<file path="src/ivam_pkg.sv">
// Purpose: constants and types for the interrupt vector address map
// Assumes: word-addressed program memory, 16-bit fetch address
// Notes:   vector n (1-based) sits at table word 2*(n-1)
package ivam_pkg;

	// ====================================================================
	// widths and table layout
	localparam int unsigned IVAM_ADDR_W    = 16;
	localparam int unsigned IVAM_NUM_IRQ   = 30;
	localparam int unsigned IVAM_IDX_W     = 5;
	localparam logic [15:0] IVAM_RESET_VEC = 16'h0000;
	localparam logic [15:0] IVAM_FIRST_IRQ = 16'h0002;
	localparam logic [15:0] IVAM_VEC_STEP  = 16'h0002;
	localparam logic [15:0] IVAM_LAST_IRQ  = 16'h003C;
	localparam logic [15:0] IVAM_BOOT_BASE_DFLT = 16'hF000;
	localparam logic        IVAM_FUSE_PROG = 1'b0;

	// ====================================================================
	// request bit positions, in vector order
	localparam int unsigned IVAM_EXT_IRQ_0      = 0;
	localparam int unsigned IVAM_PIN_CHANGE_0   = 3;
	localparam int unsigned IVAM_WATCHDOG       = 7;
	localparam int unsigned IVAM_TIMER2_COMPA   = 8;
	localparam int unsigned IVAM_TIMER1_CAPT    = 11;
	localparam int unsigned IVAM_TIMER0_COMPA   = 15;
	localparam int unsigned IVAM_SERIAL_PERIPH  = 18;
	localparam int unsigned IVAM_UART0_RX       = 19;
	localparam int unsigned IVAM_ANALOG_CMP     = 22;
	localparam int unsigned IVAM_CONV_DONE      = 23;
	localparam int unsigned IVAM_NV_DATA_READY  = 24;
	localparam int unsigned IVAM_TWO_WIRE       = 25;
	localparam int unsigned IVAM_PROG_STORE_RDY = 26;
	localparam int unsigned IVAM_UART1_RX       = 27;

	// ====================================================================
	// fetch request handed to the core
	typedef struct packed {
		logic                  valid;
		logic                  is_reset;
		logic [IVAM_IDX_W-1:0] index;
		logic [15:0]           addr;
	} ivam_fetch_t;

	typedef enum logic [1:0] {
		IVAM_ST_RESET,
		IVAM_ST_RUN
	} ivam_state_t;

endpackage

</file>
<file path="src/ivam_top.sv">
// Purpose: reset and interrupt vector address generation for the core
// Assumes: requests arrive already masked by their enables and global flag
// Notes:   fetch address held until the core acknowledges it
//
// Summary of operation
// unprogrammed fuse: every reset vectors to 0x0000
// external irqs 0x02-0x06, pin change 0x08-0x0E
// watchdog 0x10, timer2 0x12-0x16, timer1 0x18-0x1E
// timer0 0x20-0x24, serial 0x26, uart0 0x28-0x2C
// comparator to uart1: 0x2E through 0x3C
// programmed fuse (0) resets to boot base
// select bit set: interrupt vectors offset by boot base
// fuse and select bit decode the placement
// untaken vector words may hold code (software)
// lowest vector first; reset beats interrupts
`timescale 1ns/1ps
`default_nettype none
module ivam_top
	import ivam_pkg::*;
#(
	parameter int unsigned N         = IVAM_NUM_IRQ,
	parameter logic [15:0] BOOT_BASE = IVAM_BOOT_BASE_DFLT
) (
	input  wire logic          core_clk,
	input  wire logic          srst,
	input  wire logic          boot_reset_fuse,
	input  wire logic          vector_table_select,
	input  wire logic [N-1:0]  irq_req,
	input  wire logic          fetch_ack,
	output ivam_fetch_t        fetch_r
);

	// ====================================================================
	// address arithmetic
	// word address of table vector n (0 = reset)
	function automatic logic [15:0] table_addr(input logic [IVAM_IDX_W:0] n);
		table_addr = 16'(n) * IVAM_VEC_STEP;
	endfunction

	function automatic logic [15:0] irq_addr(input logic [IVAM_IDX_W-1:0] idx,
		input logic sel, input logic [15:0] base);
		logic [15:0] t;
		t = table_addr({1'b0, idx} + 6'h01);
		irq_addr = sel ? 16'(t + base) : t;
	endfunction

	// ====================================================================
	// state
	ivam_state_t state_r, state_nxt;
	ivam_fetch_t fetch_nxt;
	logic        pick_hit;
	logic [IVAM_IDX_W-1:0] pick_idx;
	logic        busy;
	logic        gap_r;
	logic        gap_nxt;

	// the finder adds one register stage between a request and its issue
	ivam_pick #(.N(N)) u_pick (
		.core_clk (core_clk),
		.srst     (srst),
		.req      (irq_req),
		.hit_r    (pick_hit),
		.idx_r    (pick_idx)
	);

	assign busy = fetch_r.valid & ~fetch_ack;

	always_comb begin
		state_nxt = state_r;
		fetch_nxt = fetch_r;
		// a take starts a second idle cycle for the finder's stale hit
		gap_nxt   = fetch_r.valid & fetch_ack;
		case (state_r)
			IVAM_ST_RESET: begin
				// reset vector beats any pending interrupt
				// fuse taken once, so the address stands until the core takes it
				if (!fetch_r.valid) begin
					fetch_nxt.valid    = 1'b1;
					fetch_nxt.is_reset = 1'b1;
					fetch_nxt.index    = '0;
					fetch_nxt.addr     = (boot_reset_fuse == IVAM_FUSE_PROG) ?
						BOOT_BASE : IVAM_RESET_VEC;
				end else if (fetch_ack) begin
					fetch_nxt.valid = 1'b0;
					state_nxt       = IVAM_ST_RUN;
				end
			end
			IVAM_ST_RUN: begin
				if (!busy) begin
					// two idle edges after a take: the finder register must see the source drop
					fetch_nxt.valid    = pick_hit & ~fetch_r.valid & ~gap_r;
					fetch_nxt.is_reset = 1'b0;
					fetch_nxt.index    = pick_idx;
					fetch_nxt.addr     = irq_addr(pick_idx, vector_table_select,
						BOOT_BASE);
				end
			end
			default: begin
				state_nxt = IVAM_ST_RESET;
				fetch_nxt = '0;
			end
		endcase
	end

	always_ff @(posedge core_clk) begin
		if (srst) begin
			state_r <= IVAM_ST_RESET;
			fetch_r <= '0;
			gap_r   <= 1'b0;
		end else begin
			state_r <= state_nxt;
			fetch_r <= fetch_nxt;
			gap_r   <= gap_nxt;
		end
	end
endmodule
`default_nettype wire

</file>
<file path="src/ivam_pick.sv">
// Purpose: lowest-numbered pending request finder
// Assumes: request bit 0 is the highest priority
// Notes:   registered result, one cycle latency
`timescale 1ns/1ps
`default_nettype none
module ivam_pick
	import ivam_pkg::*;
#(
	parameter int unsigned N = IVAM_NUM_IRQ
) (
	input  wire logic                  core_clk,
	input  wire logic                  srst,
	input  wire logic [N-1:0]          req,
	output logic                       hit_r,
	output logic [IVAM_IDX_W-1:0]      idx_r
);

	logic                  hit_nxt;
	logic [IVAM_IDX_W-1:0] idx_nxt;

	// ====================================================================
	// priority search, downward so lowest index wins
	always_comb begin
		hit_nxt = 1'b0;
		idx_nxt = '0;
		for (int i = N - 1; i >= 0; i--) begin
			if (req[i]) begin
				hit_nxt = 1'b1;
				idx_nxt = IVAM_IDX_W'(i);
			end
		end
	end

	always_ff @(posedge core_clk) begin
		if (srst) begin
			hit_r <= 1'b0;
			idx_r <= '0;
		end else begin
			hit_r <= hit_nxt;
			idx_r <= idx_nxt;
		end
	end

endmodule
`default_nettype wire

</file>
<file path="config.mk">
export PLATFORM = sky130hd
export DESIGN_NAME = ivam_top
export DESIGN_NICKNAME = d
export VERILOG_FILES = /design/src/ivam_pkg.sv /design/src/ivam_top.sv /design/src/ivam_pick.sv
export SDC_FILE = /design/constraint.sdc
export NUM_CORES = 1
export LEC_CHECK = 0
export BUFFER_PORTS_ARGS = -buffer_cell sky130_fd_sc_hd__buf_2
export CAP_MARGIN = 0
export CORE_ASPECT_RATIO = 1.5
export CORE_MARGIN = 2
export CORE_UTILIZATION = 52
export CTS_BUF_LIST = sky130_fd_sc_hd__clkbuf_4
export DETAILED_ROUTE_END_ITERATION = 10
export GPL_ROUTABILITY_DRIVEN = 0
export PLACE_DENSITY = 0.88
export SYNTH_ARGS = -nofsm -noshare
export SYNTH_HDL_FRONTEND = slang
export SYNTH_HIERARCHICAL = 1
export SYNTH_SLANG_ARGS = --single-unit
</file>
<file path="constraint.sdc">
create_clock -name core_clk -period 3 [get_ports core_clk]
set_input_delay 0.6 -clock core_clk [delete_from_list [all_inputs] [get_ports core_clk]]
set_output_delay 0.6 -clock core_clk [all_outputs]
set_load 0.01 [all_outputs]
</file>
==> impl_metrics.csv <==
group,metric,value,unit
grt,use_met3,0.0195,
yosys,ys_top_cells_by_area,"dfxtp_1 35%, buf_4 5.9%, nor2_1 5.6%, a32oi_1 4.8%, a211oi_2 3.0%",
pwr,p_total,550,uW
clock_network,numCtsBuffers,3,
yosys,synthXorXnorAreaFrac,0.00692,
timing,fin_skew,0.00849,ns
yosys,synth_top_family_by_area,"compound AO/OA/AOI/OAI gates",
pwr,leakagePower,0.653,nW
yosys,synth_top_flop_cell,"dfxtp_1",
job,cap_violations,0,
yosys,syn_inst,149,
die,initial_core_util,0.560,
critical_path,arrival,1.94,ns
grt,gr-usage-met1,0.236,
grt,met2_usage,0.388,
detailed_routing,drc,0,
detailed_routing,drt_wl_total,2750,um
detailed_routing,drtAntennaViolNets,0,
clock_network,clock_sinks,22,
timing,worstMarginPinSlew,0.646,ns
outcome,outcome,"finished, final reports clean",
yosys,ys_ff_latch,22,
die,core,2260,um^2
yosys,synth_compound_area_frac,0.278,
timing,fmax,0.577,GHz
yosys,synth-edff-count,0,
finish,drive_gt1_frac,0.340,
timing,layout_min_cycle_time,1.73,ns
timing,slew_viol_final,0,
pwr,power_density,369,nW/um^2
clock_network,root_buffer,"clkbuf_4",
grt,grt_remaining_overflow,0,
yosys,ys_types,44,
grt,grt_pass1_vias,1189,
clock_network,clk_latency,0.30,ns
yosys,netlist_area,1270,um^2
critical_path,path_class,"in2reg",
yosys,synth_common_cells,"22 x dfxtp_1, 19 x nor2_1, 10 x buf_4",
die,dieArea,2850,um^2
grt,grt_max_degree,22,
detailed_routing,vias,1283,
timing,hold_viol,0,
grt,grt_pass1_wl,4760,um
grt,antenna_found_initial,0,
detailed_routing,vias_per_cell,5.91,
detailed_routing,drt_iter0_markers,45,
timing,setup_violations,0,
clock_network,ctsHoldBuffers,0,
pwr,ir_drop,0.000185,V
die,die_w,44.3,um
detailed_routing,wl_per_cell,12.7,um
critical_path,startpoint_type,"input port",
yosys,async_flop_share,0,
timing,rsz0062_at_grt,"no",
finish,num_antenna_cells,0,
die,die_h,64.4,um
yosys,post-synth-top-count-cell,"dfxtp_1",
finish,fin_cells,217,
critical_path,critPathCaptureType,"flop",
yosys,synth_mux_area_frac,0,
finish,fin_nets,231,
timing,post-route-period-util,0.578,
placed_design,dpl_cell_area,1460,um^2
finish,fin_area,1490,um^2
placed_design,io_buffers,51,
die,num_rows,21,
timing,slew_headroom,0.569,
die,pin_count,58,
clock_network,tritoncts,"built",
yosys,synth_simple_gate_area_frac,0.248,
critical_path,required,3.21,ns
yosys,synth_top_area_frac,0.348,
min_path,hold_class,"reg2reg",
clock_network,cts_setup_buffers,0,
clock_network,htree_levels,1,
placed_design,place_hpwl,2190,um
yosys,yosysSeqAreaShare,0.348,
detailed_routing,drt-pass1-iter-count,4,
timing,whs,0.463,ns
clock_network,clkTransAtPathRegs,0.12,ns
grt,grt.busiest_layer,"met2",
yosys,avgSynthCellArea,8.50,um^2
yosys,yosys_warnings,6,
finish,area_growth,17.7,%
yosys,synth-adder-area-share,0.00988,
timing,finalSetupTns,0,ns
clock_network,clockBufferDepth,2,
grt,grt_usage,0.215,
placed_design,placed_cells,213,
clock_network,post_cts_resized,0,
yosys,synth_area_leader_cell,"dfxtp_1",
critical_path,crit_fanout,3,
==> power by group <==
group          leakage, nW  switching (mW)  internal [mW]  total [mW]
Combinational        0.458          0.0613         0.0444       0.106
Clock               0.0154          0.0825         0.0485       0.131
Sequential           0.179          0.0117          0.301       0.313
Total                0.653           0.156          0.394       0.550
==> cells by family (layout without fill, tap and decap cells) <==
group                    Yosys count  after routing
adder cells (fa/ha/maj)            1              1
XOR/XNOR                           1              1
AO/OA/AOI/OAI                     41             41
other                              1              6
AND/OR/NAND/NOR                   60             60
flip-flops                        22             22
buffers and inverters             23             63
==> final cells by class <==
cell class | count | area, um^2
Fill cell | 201 | 769
Tap cell | 23 | 28.8
Clock buffer | 3 | 22.5
Multi-Input combinational cell | 109 | 709
Inverter | 8 | 30.0
Clock inverter | 1 | 3.75
Timing Repair Buffer | 51 | 255
Sequential cell | 22 | 440
==> worst paths after layout <==
kind | start | endpoint | slack (ns) | depth (start not counted)
setup / recovery | irq_req[14] | u_pick/idx_r[0] | 1.27 | 6
hold / removal | fetch_r[6] | fetch_r[6] | 0.46 | 2
setup reg to reg | state_r[0] | fetch_r[4] | 1.51 | 3
hold reg to reg | fetch_r[6] | fetch_r[6] | 0.46 | 2
==> through the flow <==
step	setup WS, ns	utilization
after floorplan	1.12	-
after global placement	0.979	0.648
after detailed placement	0.951	0.648
after CTS	1.27	0.659
after global routing	1.18	0.659
final	1.27	0.659
==> critical path, cell delays in order <==
cell       delay [ns]
buf_2            0.11
or3_1            0.36
a221o_1          0.28
a21oi_2          0.13
o221ai_2         0.12
a2111oi_2        0.35
==> placed cells by master, fill, tap and decap left out, drive strengths merged, types with 2 or more instances in the layout <==
cell / netlist / routed
nand2: 8 / 8
a221oi: 2 / 2
nor3: 7 / 7
a221o: 2 / 2
a211oi: 5 / 5
buf: 14 / 51
conb: 1 / 6
o21ai: 6 / 6
clkbuf: 1 / 3
nor2: 19 / 19
nor3b: 2 / 2
nand2b: 3 / 3
a21boi: 2 / 2
a22oi: 2 / 2
dfxtp: 22 / 22
nand3: 3 / 3
a32oi: 7 / 7
and3: 2 / 2
or4: 2 / 2
a21oi: 7 / 7
a2bb2oi: 2 / 2
nor2b: 3 / 3
inv: 8 / 8
nor4: 6 / 6
==> registers in the layout (all words and copies together) (netlist names) <==
| signal | count |
|---|---|
| gap_r | 1 |
| state_r | 1 |
| u_pick/idx_r | 5 |
| fetch_r | 14 |
| u_pick/hit_r | 1 |
==> metal layers <==
metal,routed length [um],part of all wire
met5,0,0
met1,1060,0.38
met4,60,0.022
met3,178,0.065
met2,1450,0.53
No activity file was read; power rests on OpenSTA's default activity.
